[src/design/ucw_pkg.sv]
// shared constants for the command port and wake-up control
package ucw_pkg;
    localparam int CLK_MHZ = 250;
    localparam int RESUME_MS = 15;
    localparam int RESUME_CYC = RESUME_MS * CLK_MHZ * 1000;
    localparam int KSTATE_MS = 10;
    localparam int KSTATE_CYC = KSTATE_MS * CLK_MHZ * 1000;
    localparam int STABLE_CYC_DEF = 1024;
    localparam logic [15:0] UNLOCK_KEY = 16'haa37;

    localparam logic [7:0] CMD_EPCFG_WR = 8'h20;
    localparam logic [7:0] CMD_EPCFG_RD = 8'h30;
    localparam logic [7:0] CMD_FIFO_WR = 8'h00;
    localparam logic [7:0] CMD_FIFO_RD = 8'h10;
    localparam logic [7:0] CMD_STALL = 8'h40;
    localparam logic [7:0] CMD_STATUS_RD = 8'h50;
    localparam logic [7:0] CMD_VALIDATE = 8'h60;
    localparam logic [7:0] CMD_CLEAR = 8'h70;
    localparam logic [7:0] CMD_UNSTALL = 8'h80;
    localparam logic [7:0] CMD_ERR_RD = 8'ha0;
    localparam logic [7:0] CMD_CHECK = 8'hd0;
    localparam logic [7:0] CMD_UNLOCK = 8'hb0;
    localparam logic [7:0] CMD_SCR_WR = 8'hb2;
    localparam logic [7:0] CMD_SCR_RD = 8'hb3;
    localparam logic [7:0] CMD_FRAME_RD = 8'hb4;
    localparam logic [7:0] CMD_ADDR_WR = 8'hb6;
    localparam logic [7:0] CMD_ADDR_RD = 8'hb7;
    localparam logic [7:0] CMD_MODE_WR = 8'hb8;
    localparam logic [7:0] CMD_MODE_RD = 8'hb9;
    localparam logic [7:0] CMD_HWC_WR = 8'hba;
    localparam logic [7:0] CMD_HWC_RD = 8'hbb;
    localparam logic [7:0] CMD_INT_RD = 8'hc0;
    localparam logic [7:0] CMD_IEN_WR = 8'hc2;
    localparam logic [7:0] CMD_IEN_RD = 8'hc3;
    localparam logic [7:0] CMD_DMA_WR = 8'hf0;
    localparam logic [7:0] CMD_DMA_RD = 8'hf1;
    localparam logic [7:0] CMD_DCNT_WR = 8'hf2;
    localparam logic [7:0] CMD_DCNT_RD = 8'hf3;
    localparam logic [7:0] CMD_ACK_SETUP = 8'hf4;
    localparam logic [7:0] CMD_RESET = 8'hf6;

    localparam int MODE_SUSPREQ = 5;
    localparam int MODE_SOFTPU = 0;
    localparam int HWC_EXTPU = 2;
    localparam int HWC_CSWAKE = 1;
    localparam int HWC_POWERED_OFF_SELECT = 0;
    localparam logic [15:0] HWC_RESET = 16'h0001;
    localparam int INT_RESUME = 1;
    localparam int INT_SUSP = 0;
    localparam int INT_BUSST = 8;

    // host control register map
    localparam logic [3:0] HR_CMD = 4'h0;
    localparam logic [3:0] HR_DATA = 4'h1;
    localparam logic [3:0] HR_STAT = 4'h2;
    localparam logic [3:0] HR_RDATA = 4'h3;
    localparam logic [3:0] HR_PINS = 4'h4;
endpackage

[src/design/ucw_if.sv]
// parallel command bus between controller and peripheral
`timescale 1ns/1ps
interface ucw_if;
    logic [15:0] hostData;
    logic [15:0] devData;
    logic        devDataOe;
    logic        cmdDataSelect;
    logic        csN;
    logic        wrN;
    logic        rdN;
    logic        remoteWakeInput;
    logic        suspendOut;
    logic        intOut;
    modport dev  (input hostData, cmdDataSelect, csN, wrN, rdN, remoteWakeInput,
                  output devData, devDataOe, suspendOut, intOut);
    modport host (output hostData, cmdDataSelect, csN, wrN, rdN, remoteWakeInput,
                  input devData, devDataOe, suspendOut, intOut);
endinterface

[src/design/ucw_device.sv]
// peripheral end: command decoder, register lock, suspend and wake-up sequencer
// What this block does
// - wake on K-state, wake input, or chip select
// - restart oscillator, gate clocks until stable
// - drop suspend output, set resume flag
// - resume normal operation within 15 ms
// - remote wake drives K-state 10 ms
// - host restores system after suspend drops
// - writes blocked after wake until unlocked
// - unlock command plus key restores writes
// - flag suspend entry, interrupt if enabled
// - live bus suspend state status bit
// - suspend request high then low enters suspend
// - pull-up enable, pull-up select, powered-off select
// - select high: low byte is command
// - select low: data phase, low first
// - sixteen-bit mode ignores undefined bytes
// - fifo writes take the low byte only, upper byte dropped
// - check status reads without clearing
// - decode configuration commands
// - fifo write commands
// - stall, unstall, acknowledge setup commands
// - validate and clear for any endpoint index
// - error code, scratch, frame, interrupt reads
`timescale 1ns/1ps
module ucw_device #(
    parameter int RESUME_CYCLES = ucw_pkg::RESUME_CYC,
    parameter int KSTATE_CYCLES = ucw_pkg::KSTATE_CYC,
    parameter int STABLE_CYCLES = ucw_pkg::STABLE_CYC_DEF
) (
    input  wire logic ref_clk,
    input  wire logic rst_n,
    ucw_if.dev        bus,
    input  wire logic busKState,
    input  wire logic busSuspendState,
    input  wire logic vbusPresent,
    input  wire logic wide16,
    input  wire logic [10:0] frameNumber,
    output logic      clockStable,
    output logic      clocksRouted,
    output logic      driveKState,
    output logic      softPullupEnable,
    output logic      externalPullupSelect,
    output logic      poweredOffSelect,
    output logic      fifoStrobe,
    output logic [7:0] fifoByte,
    output logic [3:0] epCmdIndex,
    output logic [7:0] epCmdCode,
    output logic      epCmdPulse
);
    import ucw_pkg::*;

    typedef enum logic [2:0] {
        ST_AWAKE   = 3'b000,
        ST_SUSP    = 3'b001,
        ST_OSC     = 3'b010,
        ST_RESUME  = 3'b011
    } ucw_pwr_t;

    typedef struct packed {
        logic [2:0]  wsync;
        logic [2:0]  csync;
        logic [2:0]  rsync;
        ucw_pwr_t    pwr;
        logic [23:0] tmr;
        logic [23:0] ktmr;
        logic        remote;
        logic        locked;
        logic [7:0]  cmd;
        logic [1:0]  idx;
        logic [15:0] key;
        logic [7:0]  mode;
        logic [15:0] hwc;
        logic [15:0] scratch;
        logic [31:0] ien;
        logic [31:0] intr;
        logic [15:0] dout;
        logic        oe;
        logic        fstb;
        logic [7:0]  fbyte;
        logic        epPulse;
        logic [7:0]  epCfg;
        logic [7:0]  epStatus;
        logic [7:0]  addr;
    } ucw_state_t;

    ucw_state_t s_reg;
    ucw_state_t s_next;

    function automatic logic isData(input logic [7:0] c, input logic [7:0] base);
        return c[7:4] == base[7:4];
    endfunction

    // 8-bit bus hands out bytes, 16-bit bus words, low part first
    function automatic logic [15:0] pickPart(input logic [31:0] w, input logic [1:0] i,
                                             input logic wide);
        if (wide) return i[0] ? w[31:16] : w[15:0];
        return {8'h00, w[8*i +: 8]};
    endfunction

    logic wrEdge;
    logic setSusp;
    logic setRes;
    logic wakeHi;
    logic csLo;
    logic [7:0] lowByte;
    logic [15:0] rdWord;

    always_comb begin
        s_next = s_reg;
        s_next.wsync = {s_reg.wsync[1:0], bus.remoteWakeInput};
        s_next.csync = {s_reg.csync[1:0], bus.csN};
        s_next.rsync = {s_reg.rsync[1:0], ~bus.wrN & ~bus.csN};
        s_next.fstb = 1'b0;
        s_next.epPulse = 1'b0;
        wakeHi = s_reg.wsync[1] & s_reg.wsync[2];
        csLo = ~s_reg.csync[1] & ~s_reg.csync[2];
        wrEdge = 1'b0;
        setSusp = 1'b0;
        setRes = 1'b0;
        lowByte = bus.hostData[7:0];
        rdWord = 16'h0000;
        // write strobe seen after sync; read strobe sampled directly for the data drive
        if (s_reg.rsync[1] & ~s_reg.rsync[2]) begin
            wrEdge = 1'b1;
        end
        s_next.oe = ~bus.rdN & ~bus.csN;
        s_next.intr[INT_BUSST] = busSuspendState;
        unique case (s_reg.pwr)
            ST_AWAKE: begin
                // suspend entry is decided after the mode write further down
            end
            ST_SUSP: begin
                if (busKState | wakeHi | (csLo & s_reg.hwc[HWC_CSWAKE] & vbusPresent)) begin
                    s_next.pwr = ST_OSC;
                    s_next.remote = ~busKState;
                    s_next.tmr = 24'h000000;
                end
            end
            ST_OSC: begin
                s_next.tmr = s_reg.tmr + 24'h000001;
                if (s_reg.tmr >= 24'(STABLE_CYCLES - 1)) begin
                    s_next.pwr = ST_RESUME;
                    setRes = 1'b1;
                    s_next.ktmr = s_reg.remote ? 24'(KSTATE_CYCLES) : 24'h000000;
                end
            end
            ST_RESUME: begin
                s_next.tmr = s_reg.tmr + 24'h000001;
                if (s_reg.tmr >= 24'(RESUME_CYCLES - 2)) begin
                    s_next.pwr = ST_AWAKE;
                end
            end
            default: s_next.pwr = ST_AWAKE;
        endcase
        if (s_reg.ktmr != 24'h000000) begin
            s_next.ktmr = s_reg.ktmr - 24'h000001;
        end
        if (s_reg.pwr == ST_AWAKE || s_reg.pwr == ST_RESUME) begin
            if (wrEdge & bus.cmdDataSelect) begin
                s_next.cmd = lowByte;
                s_next.idx = 2'b00;
                if (isData(lowByte, CMD_STALL) || isData(lowByte, CMD_UNSTALL) ||
                    isData(lowByte, CMD_VALIDATE) || isData(lowByte, CMD_CLEAR) ||
                    lowByte == CMD_ACK_SETUP) begin
                    s_next.epPulse = 1'b1;
                end
                if (lowByte == CMD_RESET && !s_reg.locked) begin
                    s_next.mode = 8'h00;
                    s_next.ien = 32'h00000000;
                    s_next.scratch = 16'h0000;
                end
            end else if (wrEdge) begin
                s_next.idx = s_reg.idx + 2'b01;
                if (s_reg.cmd == CMD_UNLOCK) begin
                    if (wide16) begin
                        if (bus.hostData == UNLOCK_KEY) s_next.locked = 1'b0;
                    end else if (s_reg.idx == 2'b00) begin
                        s_next.key[7:0] = lowByte;
                    end else if ({lowByte, s_reg.key[7:0]} == UNLOCK_KEY) begin
                        s_next.locked = 1'b0;
                    end
                end else if (!s_reg.locked) begin
                    unique case (s_reg.cmd)
                        CMD_MODE_WR: s_next.mode = lowByte;
                        CMD_ADDR_WR: s_next.addr = lowByte;
                        CMD_HWC_WR: if (wide16) s_next.hwc = bus.hostData;
                                    else if (s_reg.idx[0]) s_next.hwc[15:8] = lowByte;
                                    else s_next.hwc[7:0] = lowByte;
                        CMD_SCR_WR: if (wide16) s_next.scratch = bus.hostData;
                                    else if (s_reg.idx[0]) s_next.scratch[15:8] = lowByte;
                                    else s_next.scratch[7:0] = lowByte;
                        CMD_IEN_WR: if (wide16) s_next.ien[16*s_reg.idx[0] +: 16] = bus.hostData;
                                    else s_next.ien[8*s_reg.idx +: 8] = lowByte;
                        default: begin
                            if (isData(s_reg.cmd, CMD_EPCFG_WR)) s_next.epCfg = lowByte;
                            if (isData(s_reg.cmd, CMD_FIFO_WR) && s_reg.cmd != CMD_FIFO_WR) begin
                                s_next.fstb = 1'b1;
                                s_next.fbyte = lowByte;
                            end
                        end
                    endcase
                end
            end
        end
        // the fall of the request bit is seen against this cycle's mode write
        if (s_reg.pwr == ST_AWAKE && s_reg.mode[MODE_SUSPREQ] && !s_next.mode[MODE_SUSPREQ]) begin
            s_next.pwr = ST_SUSP;
            setSusp = 1'b1;
            s_next.locked = 1'b1;
        end
        // read data presented when the read strobe is low, low byte or word first
        if (~bus.rdN & ~bus.csN & ~bus.cmdDataSelect) begin
            unique case (s_reg.cmd)
                CMD_MODE_RD: rdWord = {8'h00, s_reg.mode};
                CMD_ADDR_RD: rdWord = {8'h00, s_reg.addr};
                CMD_HWC_RD: rdWord = pickPart({16'h0000, s_reg.hwc}, s_reg.idx, wide16);
                CMD_SCR_RD: rdWord = pickPart({16'h0000, s_reg.scratch}, s_reg.idx, wide16);
                CMD_FRAME_RD: rdWord = pickPart({21'h00000, frameNumber}, s_reg.idx, wide16);
                CMD_INT_RD: rdWord = pickPart(s_reg.intr, s_reg.idx, wide16);
                CMD_IEN_RD: rdWord = pickPart(s_reg.ien, s_reg.idx, wide16);
                default: begin
                    if (isData(s_reg.cmd, CMD_EPCFG_RD)) rdWord = {8'h00, s_reg.epCfg};
                    if (isData(s_reg.cmd, CMD_CHECK) || isData(s_reg.cmd, CMD_STATUS_RD)) begin
                        rdWord = {8'h00, s_reg.epStatus};
                    end
                    if (isData(s_reg.cmd, CMD_ERR_RD)) rdWord = 16'h0000;
                end
            endcase
        end
        s_next.dout = rdWord;
        if (s_reg.oe & ~s_next.oe & ~bus.cmdDataSelect) begin
            s_next.idx = s_reg.idx + 2'b01;
            if (isData(s_reg.cmd, CMD_STATUS_RD)) s_next.epStatus = 8'h00;
            if (s_reg.cmd == CMD_INT_RD && s_reg.idx == 2'b01) begin
                s_next.intr[INT_SUSP] = 1'b0;
                s_next.intr[INT_RESUME] = 1'b0;
            end
        end
        // an event in the clearing cycle is not lost: set wins
        if (setSusp) s_next.intr[INT_SUSP] = 1'b1;
        if (setRes) s_next.intr[INT_RESUME] = 1'b1;
        if (!rst_n) begin
            s_next = '0;
            s_next.hwc = HWC_RESET;
            s_next.wsync = 3'b000;
            s_next.csync = 3'b111;
        end
    end

    always_ff @(posedge ref_clk) begin
        s_reg <= s_next;
    end

    assign bus.devData = s_reg.dout;
    assign bus.devDataOe = s_reg.oe;
    assign bus.suspendOut = (s_reg.pwr == ST_SUSP) || (s_reg.pwr == ST_OSC);
    assign bus.intOut = s_reg.mode[3] &
                        ((s_reg.intr[INT_RESUME] & s_reg.ien[INT_RESUME]) |
                         (s_reg.intr[INT_SUSP] & s_reg.ien[INT_SUSP]));
    assign clockStable = s_reg.pwr != ST_SUSP;
    assign clocksRouted = (s_reg.pwr == ST_AWAKE) || (s_reg.pwr == ST_RESUME);
    assign driveKState = s_reg.ktmr != 24'h000000;
    assign softPullupEnable = s_reg.mode[MODE_SOFTPU];
    assign externalPullupSelect = s_reg.hwc[HWC_EXTPU];
    assign poweredOffSelect = s_reg.hwc[HWC_POWERED_OFF_SELECT];
    assign fifoStrobe = s_reg.fstb;
    assign fifoByte = s_reg.fbyte;
    assign epCmdIndex = s_reg.cmd[3:0];
    assign epCmdCode = s_reg.cmd;
    assign epCmdPulse = s_reg.epPulse;
endmodule

[src/flat_wrapper.sv]
// flat-port wrapper written by rule: the top's interface ports become plain ports
module ucw_device_flat import ucw_pkg::*;
#(
    parameter int RESUME_CYCLES = ucw_pkg::RESUME_CYC,
    parameter int KSTATE_CYCLES = ucw_pkg::KSTATE_CYC,
    parameter int STABLE_CYCLES = ucw_pkg::STABLE_CYC_DEF
)
  (ref_clk, rst_n, busKState, busSuspendState, vbusPresent, wide16, frameNumber, clockStable, clocksRouted, driveKState, softPullupEnable, externalPullupSelect, poweredOffSelect, fifoStrobe, fifoByte, epCmdIndex, epCmdCode, epCmdPulse, bus_hostData, bus_cmdDataSelect, bus_csN, bus_wrN, bus_rdN, bus_remoteWakeInput, bus_devData, bus_devDataOe, bus_suspendOut, bus_intOut);
  ucw_if bus_i ();
  input  wire logic ref_clk;
  input  wire logic rst_n;
  input  wire logic busKState;
  input  wire logic busSuspendState;
  input  wire logic vbusPresent;
  input  wire logic wide16;
  input  wire logic [10:0] frameNumber;
  output logic clockStable;
  output logic clocksRouted;
  output logic driveKState;
  output logic softPullupEnable;
  output logic externalPullupSelect;
  output logic poweredOffSelect;
  output logic fifoStrobe;
  output logic [7:0] fifoByte;
  output logic [3:0] epCmdIndex;
  output logic [7:0] epCmdCode;
  output logic epCmdPulse;
  input wire logic [$bits(bus_i.hostData)-1:0] bus_hostData;
  input wire logic [$bits(bus_i.cmdDataSelect)-1:0] bus_cmdDataSelect;
  input wire logic [$bits(bus_i.csN)-1:0] bus_csN;
  input wire logic [$bits(bus_i.wrN)-1:0] bus_wrN;
  input wire logic [$bits(bus_i.rdN)-1:0] bus_rdN;
  input wire logic [$bits(bus_i.remoteWakeInput)-1:0] bus_remoteWakeInput;
  output wire logic [$bits(bus_i.devData)-1:0] bus_devData;
  output wire logic [$bits(bus_i.devDataOe)-1:0] bus_devDataOe;
  output wire logic [$bits(bus_i.suspendOut)-1:0] bus_suspendOut;
  output wire logic [$bits(bus_i.intOut)-1:0] bus_intOut;
  assign bus_i.hostData = bus_hostData;
  assign bus_i.cmdDataSelect = bus_cmdDataSelect;
  assign bus_i.csN = bus_csN;
  assign bus_i.wrN = bus_wrN;
  assign bus_i.rdN = bus_rdN;
  assign bus_i.remoteWakeInput = bus_remoteWakeInput;
  assign bus_devData = bus_i.devData;
  assign bus_devDataOe = bus_i.devDataOe;
  assign bus_suspendOut = bus_i.suspendOut;
  assign bus_intOut = bus_i.intOut;
  ucw_device #(.RESUME_CYCLES(RESUME_CYCLES), .KSTATE_CYCLES(KSTATE_CYCLES), .STABLE_CYCLES(STABLE_CYCLES)) u_core (.ref_clk(ref_clk), .rst_n(rst_n), .bus(bus_i), .busKState(busKState), .busSuspendState(busSuspendState), .vbusPresent(vbusPresent), .wide16(wide16), .frameNumber(frameNumber), .clockStable(clockStable), .clocksRouted(clocksRouted), .driveKState(driveKState), .softPullupEnable(softPullupEnable), .externalPullupSelect(externalPullupSelect), .poweredOffSelect(poweredOffSelect), .fifoStrobe(fifoStrobe), .fifoByte(fifoByte), .epCmdIndex(epCmdIndex), .epCmdCode(epCmdCode), .epCmdPulse(epCmdPulse));
endmodule
[config.mk]
export PLATFORM = sky130hd
export DESIGN_NAME = ucw_device_flat
export DESIGN_NICKNAME = d
export VERILOG_FILES = /design/src/design/ucw_pkg.sv /design/src/design/ucw_if.sv /design/src/design/ucw_device.sv /design/src/flat_wrapper.sv
export SDC_FILE = /design/constraint.sdc
export NUM_CORES = 1
export LEC_CHECK = 0
export BUFFER_PORTS_ARGS = -buffer_cell sky130_fd_sc_hd__buf_4
export CELL_PAD_IN_SITES_DETAIL_PLACEMENT = 0
export CELL_PAD_IN_SITES_GLOBAL_PLACEMENT = 2
export CORE_ASPECT_RATIO = 1.5
export CORE_MARGIN = 2
export CORE_UTILIZATION = 35
export DETAILED_ROUTE_END_ITERATION = 6
export GPL_ROUTABILITY_DRIVEN = 0
export PLACE_DENSITY = 0.76
export SLEW_MARGIN = 40
export SYNTH_ARGS = -nofsm -noshare
export SYNTH_HDL_FRONTEND = slang
export SYNTH_SLANG_ARGS = --single-unit
[constraint.sdc]
create_clock -name ref_clk -period 3.1 [get_ports ref_clk]
set_input_delay 0.155 -clock ref_clk [delete_from_list [all_inputs] [get_ports ref_clk]]
set_output_delay 0.155 -clock ref_clk [all_outputs]
set_load 0.03 [all_outputs]
# Yosys cells after proc, flatten, opt, wreduce, memory -nomap -nowiden
# Cells that the tools add are included.
dict set report op_classes {
  n_shift 9
  n_eq_ne 46
  n_addsub 5
  order_cmp 2
  n_mux 82
  n_bitwise 35
  reduce_logical 64
}
# op count
set op_table {}
lappend op_table {{16-bit 2-to-1 mux} 17}
lappend op_table {{72-bit 2-to-1 mux} 3}
lappend op_table {{32-bit by 6-bit indexed part select with 8-bit output} 5}
lappend op_table {{8-bit == test, second input constant} 15}
lappend op_table {{16-bit case mux with 7 select lines} 1}
lappend op_table {{48-bit 2-to-1 mux} 2}
lappend op_table {{24-bit 2-to-1 mux} 3}
lappend op_table {{8-bit 2-to-1 mux} 9}
lappend op_table {{70-bit 2-to-1 mux} 1}
lappend op_table {{5-bit negator with 34-bit output} 2}
lappend op_table {{32-bit bitwise mux} 2}
lappend op_table {{32-bit 2-to-1 mux} 2}
lappend op_table {{7-bit AND reduction} 7}
lappend op_table {{24-bit case mux with 2 select lines} 1}
lappend op_table {{16-bit by 34-bit variable shift with 32-bit output, first input constant} 1}
lappend op_table {{8-bit by 34-bit variable shift with 32-bit output, first input constant} 1}
lappend op_table {{16-bit by 34-bit indexed part select with 32-bit output} 1}
lappend op_table {{8-bit by 34-bit indexed part select with 32-bit output} 1}
lappend op_table {{16-bit == test, second input constant} 2}
lappend op_table {{2-bit nonzero test} 16}
lappend op_table {{1-bit 2-to-1 mux} 27}
lappend op_table {{27-bit 2-to-1 mux} 1}
lappend op_table {{24-bit by 1-bit adder with 24-bit output, second input constant} 1}
lappend op_table {{24-bit by 10-bit >= comparator with 1-bit output, second input constant} 1}
lappend op_table {{38 further kinds} 121}
dict set report word_totals {
  regBits 198
  out_inout_bits 47
  elab_cells 272
}

# Longest topological paths before layout
dict set report depth {
  depth_word 15
  depth_mapped 10
  ltp_nobuf 9
}

# Worst setup path before layout
# No wires, ideal clock.
dict set report synth_timing {
  kind {register -> register}
  startpoint {reg u_core.s_reg[231] in the netlist's numbering}
  endpoint {reg u_core.s_reg[146] in the netlist's numbering}
  setup_ps 86
  path_slack_ps 783
  t_required_ps 3014
  stages_incl_launch_ff 10
  t_arrival_ps 2232
  path_cell_list {dfxtp_1 > inv_1 > ha_1 > nor3b_2 > and3_1 > nand2_1 > nor2_1 > buf_2 > nor2_1 > a211oi_1}
}
dict set report synth_between {
  elab_chain_cells 3
  word_cells_on_any_way 4
  classes_between {1 x eq/ne; 3 x reduce/logical}
}
# item line
set synth_rtl {}
lappend synth_rtl {{start, declared} ucw_device.sv:87} ;# ucw_state_t s_reg;
lappend synth_rtl {{start signal, assigned} ucw_device.sv:252} ;# s_reg <= s_next;
lappend synth_rtl {{3-bit by 2-bit == test with 1-bit output / 3-bit logical NOT (equally long branches)} ucw_device.sv:159} ;# if (s_reg.pwr == ST_AWAKE || s_reg.pwr == ST_RESUME) begin
lappend synth_rtl {{1-bit logical OR (*)} ucw_device.sv:159}
lappend synth_rtl {{7-bit AND reduction (no line) (*)} --}
# Mark *: on every way between the ends. The rest lies on a longest branch, timed or not.
# A chain may end at the register's enable or synchronous reset.

# Final worst setup path
dict set report layout_timing {
  startpoint {reg u_core.s_reg[172] in the netlist's numbering}
  endpoint {reg u_core.s_reg[96] in the netlist's numbering}
}
dict set report layout_between {
  elab_chain_cells 9
  word_cells_on_any_way 10
  classes_between {1 x add/sub; 2 x shift; 7 x mux}
}
# item line
set layout_rtl {}
lappend layout_rtl {{5-bit negator with 34-bit output (*)} ucw_device.sv:194} ;# else s_next.ien[8*s_reg.idx +: 8] = lowByte;
lappend layout_rtl {{8-bit by 34-bit indexed part select with 32-bit output / 8-bit by 34-bit variable shift with 32-bit output (equally long branches)} ucw_device.sv:194}
lappend layout_rtl {{32-bit bitwise mux (*)} ucw_device.sv:194}
lappend layout_rtl {{32-bit 2-to-1 mux (*)} ucw_device.sv:193} ;# CMD_IEN_WR: if (wide16) s_next.ien[16*s_reg.idx[0] +: 16] = bus.hostData;
lappend layout_rtl {{32-bit 2-to-1 mux (*)} ucw_device.sv:184} ;# unique case (s_reg.cmd)
lappend layout_rtl {{72-bit 2-to-1 mux (*)} ucw_device.sv:183} ;# end else if (!s_reg.locked) begin
lappend layout_rtl {{72-bit 2-to-1 mux (*)} ucw_device.sv:175} ;# if (s_reg.cmd == CMD_UNLOCK) begin
lappend layout_rtl {{72-bit 2-to-1 mux (*)} ucw_device.sv:173} ;# end else if (wrEdge) begin
lappend layout_rtl {{48-bit 2-to-1 mux (*)} ucw_device.sv:160} ;# if (wrEdge & bus.cmdDataSelect) begin
# Mark *: on every way between the ends. The rest lies on a longest branch, timed or not. The select of a mux whose other input is x is not followed.

==> results.ini <==
[run_status]
status = finished, final reports clean

[drt]
drcViolationCount = 0
wirelength_um = 31900
route.detailed.wl_per_inst_um = 19.9
first_iter_violations = 641
vias = 8702
drtPass1Iterations = 7
drtAntennaViolNets = 0
detail_route.vias_per_cell = 5.44

[logic_synthesis]
synth_edf_count = 0
syn_area_per_cell_um2 = 8.18
synthAdderAreaFrac_pct = 1.51
synth_top_family_by_area = simple AND/OR/NAND/NOR gates
syn_inst = 1213
synth_area_leaders = dfxtp_1 40%, nor2_1 6.2%, a21oi_1 5.5%
synth_simple_gate_area_share_pct = 27.3
synth_top_area_share_pct = 39.7
synth_top_area_cell = dfxtp_1
ys_seq_area_share_pct = 39.7
ys_ff_latch = 197
synth_compound_area_share_pct = 16.9
ys_async_sr_fraction_pct = 0
synth.area.mux_share_pct = 4.89
syn_nets = 1263
synth_xor_xnor_area_share_pct = 2.82
synth_ff_type = dfxtp_1
syn-cell-area_um2 = 9930
ys_types = 79
ys_warn_count = 0

[sta]
fin_setup_tns_ps = 0
max_slew_margin_pct = 49.2
worst_pin_slew_ps = 761
skew_ps = 9.76
hold_viol = 0
final_min_period_over_clock_period_pct = 84.5
holdWs_ps = 42.9
max_freq_mhz = 382
rsz0062_at_grt = no
finalCriticalPeriod_ps = 2620
maxSlewViolCount = 0
setup_violations = 0

[finish]
stdcell_count = 1601
fin_area_um2 = 11400
layout_common_cells = 196 x dfxtp_1, 164 x nor2_1, 141 x nand2_1, 110 x a21oi_1, 107 x buf_4
fin_util_pct = 40.6
nNetsFinal = 1292
multi_input_area_um2 = 5310
drive_above_1_share_pct = 14.3
layout.area.seq_um2 = 3950
largest_reg_flops = 159
diodes = 0
mostFrequentLayoutCell = dfxtp_1
nFillCells = 2921
area_growth_pct = 14.4

[grt]
grt_pass1_wl_um = 50100
grt_overflow = 0
grt_pass1_vias = 8514
grt_use_total_pct = 22.0
grt_antenna_before_repair = 0
grt_start_max_net_pins = 70

[clocking]
post_cts_resized = 0
post-cts-setup-buffer-count = 0
cts_root_buf = clkbuf_16
path_clk_slew_ps = 70
cts_tree = done
cts.sinks = 197
holdBufCountCts = 9
clk_latency_ps = 460
cts-buffers-inserted = 17
clk_path_buf_depth = 2
cts.htree.levels = 4

[placement]
hpwl_um = 23000
placed_area_um2 = 10600
dp_cells = 1560
port_buffers = 84

[worst_setup_path]
crit_required_ps = 3490
timing.rr.start = u_core.s_reg[172]
reg2reg_to = u_core.s_reg[96]
crit_type = register to register
reg2reg_slack_ps = 480
critPathCaptureType = register
cp_max_fo = 11
crit_chain = inv_1 -> ha_1 -> nor2_1 -> and4_1 -> a221oi_1 -> or3_1 -> a21oi_1
start_kind = register
reg2reg_depth = 7
crit_arrival_ps = 3010
slowest_delay_ps = 650
cp_slowest_cell = dfxtp_1

[pwr]
ir_drop_mv = 0.375
cellLeakagePower_nw = 4.13
p_per_area_nw_per_um2 = 571

[min_path]
hp-start = rst_n
hold_depth = 2
hold_class = input port to register
whs_endpoint = u_core.poweredOffSelect

[floorplanning]
row_count = 75
fp.dieW_um = 142
die_h_um = 210
die_area_um2 = 29800
initial_core_util_pct = 35.5
core_um2 = 28000
pin_count = 85

[job]
cap_violations = 0

-- metal layers --
metal	up-vias	global-route usage, %	share of wire (%)
met5	-	0	0
met1	4197	27.9	45
met2	159	38.3	50
met4	0	6.97	1.8
li1	4313	-	-
met3	33	3.18	3.2
-- worst max-delay path: cells and delay by family (launching register included) --
family / cells / cell delay, ps
adder cells (fa/ha/maj): 1 / 330
flip-flops: 1 / 650
AO/OA/AOI/OAI: 2 / 300
buffers and inverters: 1 / 220
AND/OR/NAND/NOR: 3 / 1030
-- synth_stat cells, drive strengths merged, types with 5 or more instances --
| cell | number |
|---|---|
| or3 | 42 |
| a21boi | 10 |
| clkbuf | 46 |
| a222oi | 13 |
| nand4 | 15 |
| nor2b | 14 |
| dfxtp | 197 |
| and2 | 14 |
| inv | 25 |
| nor3b | 5 |
| and3 | 15 |
| buf | 62 |
| nand3 | 26 |
| and4 | 5 |
| nor3 | 33 |
| a221oi | 10 |
| nor2 | 165 |
| nand2 | 142 |
| and4b | 5 |
| a211oi | 10 |
| xnor2 | 12 |
| o21a | 7 |
| a21oi | 116 |
| o21ai | 48 |
| o31ai | 5 |
| a31oi | 9 |
| nor4 | 17 |
| nand2b | 12 |
| xor2 | 20 |
| a22oi | 9 |
| mux2i | 35 |
| ha | 12 |
-- final cells by class --
cell class	instances	share of cell area [%]
clock buffer	18	3.78
tap	346	3.81
timing repair buffer	118	8.22
inverter	26	0.904
clock inverter	14	1.76
sequential	197	34.7
multi-input combinational	882	46.8
-- how the worst max path moves through the flow --
stage / depth (start not counted) / end / start / slack (ps)
finish: 7 / u_core.s_reg[96] / u_core.s_reg[172] / 480
global route: 8 / u_core.s_reg[156] / u_core.s_reg[231] / 220
CTS: 8 / u_core.s_reg[134] / u_core.s_reg[231] / 510
detailed placement: 8 / u_core.s_reg[134] / u_core.s_reg[231] / 520
global placement: 7 / u_core.s_reg[95] / u_core.s_reg[172] / 530
floorplan: 9 / u_core.s_reg[146] / u_core.s_reg[231] / 780
-- through the flow --
stage | worst slack, ps | total power [mW]
detailed placement | 524 | 4.12
floorplan | 783 | 3.77
global route | 220 | 6.80
global placement | 526 | 4.13
finish | 480 | 6.48
CTS | 509 | 6.56
-- report_power, final --
| group | internal (mW) | leakage [nW] | switching (mW) |
|---|---|---|---|
| Sequential | 2.64 | 1.59 | 0.139 |
| Clock | 1.36 | 0.303 | 1.05 |
| Combinational | 0.505 | 2.24 | 0.777 |
| Total | 4.51 | 4.13 | 1.97 |
-- cells by family (layout without fill, tap and decap cells) --
| family | after synthesis | in the layout |
|---|---|---|
| simple gates | 531 | 531 |
| buf+inv | 134 | 176 |
| xor+xnor | 32 | 32 |
| flops | 197 | 197 |
| compound gates | 264 | 264 |
| fa+ha+maj | 12 | 12 |
| mux | 43 | 43 |
Power figures use the tool's default switching activity.
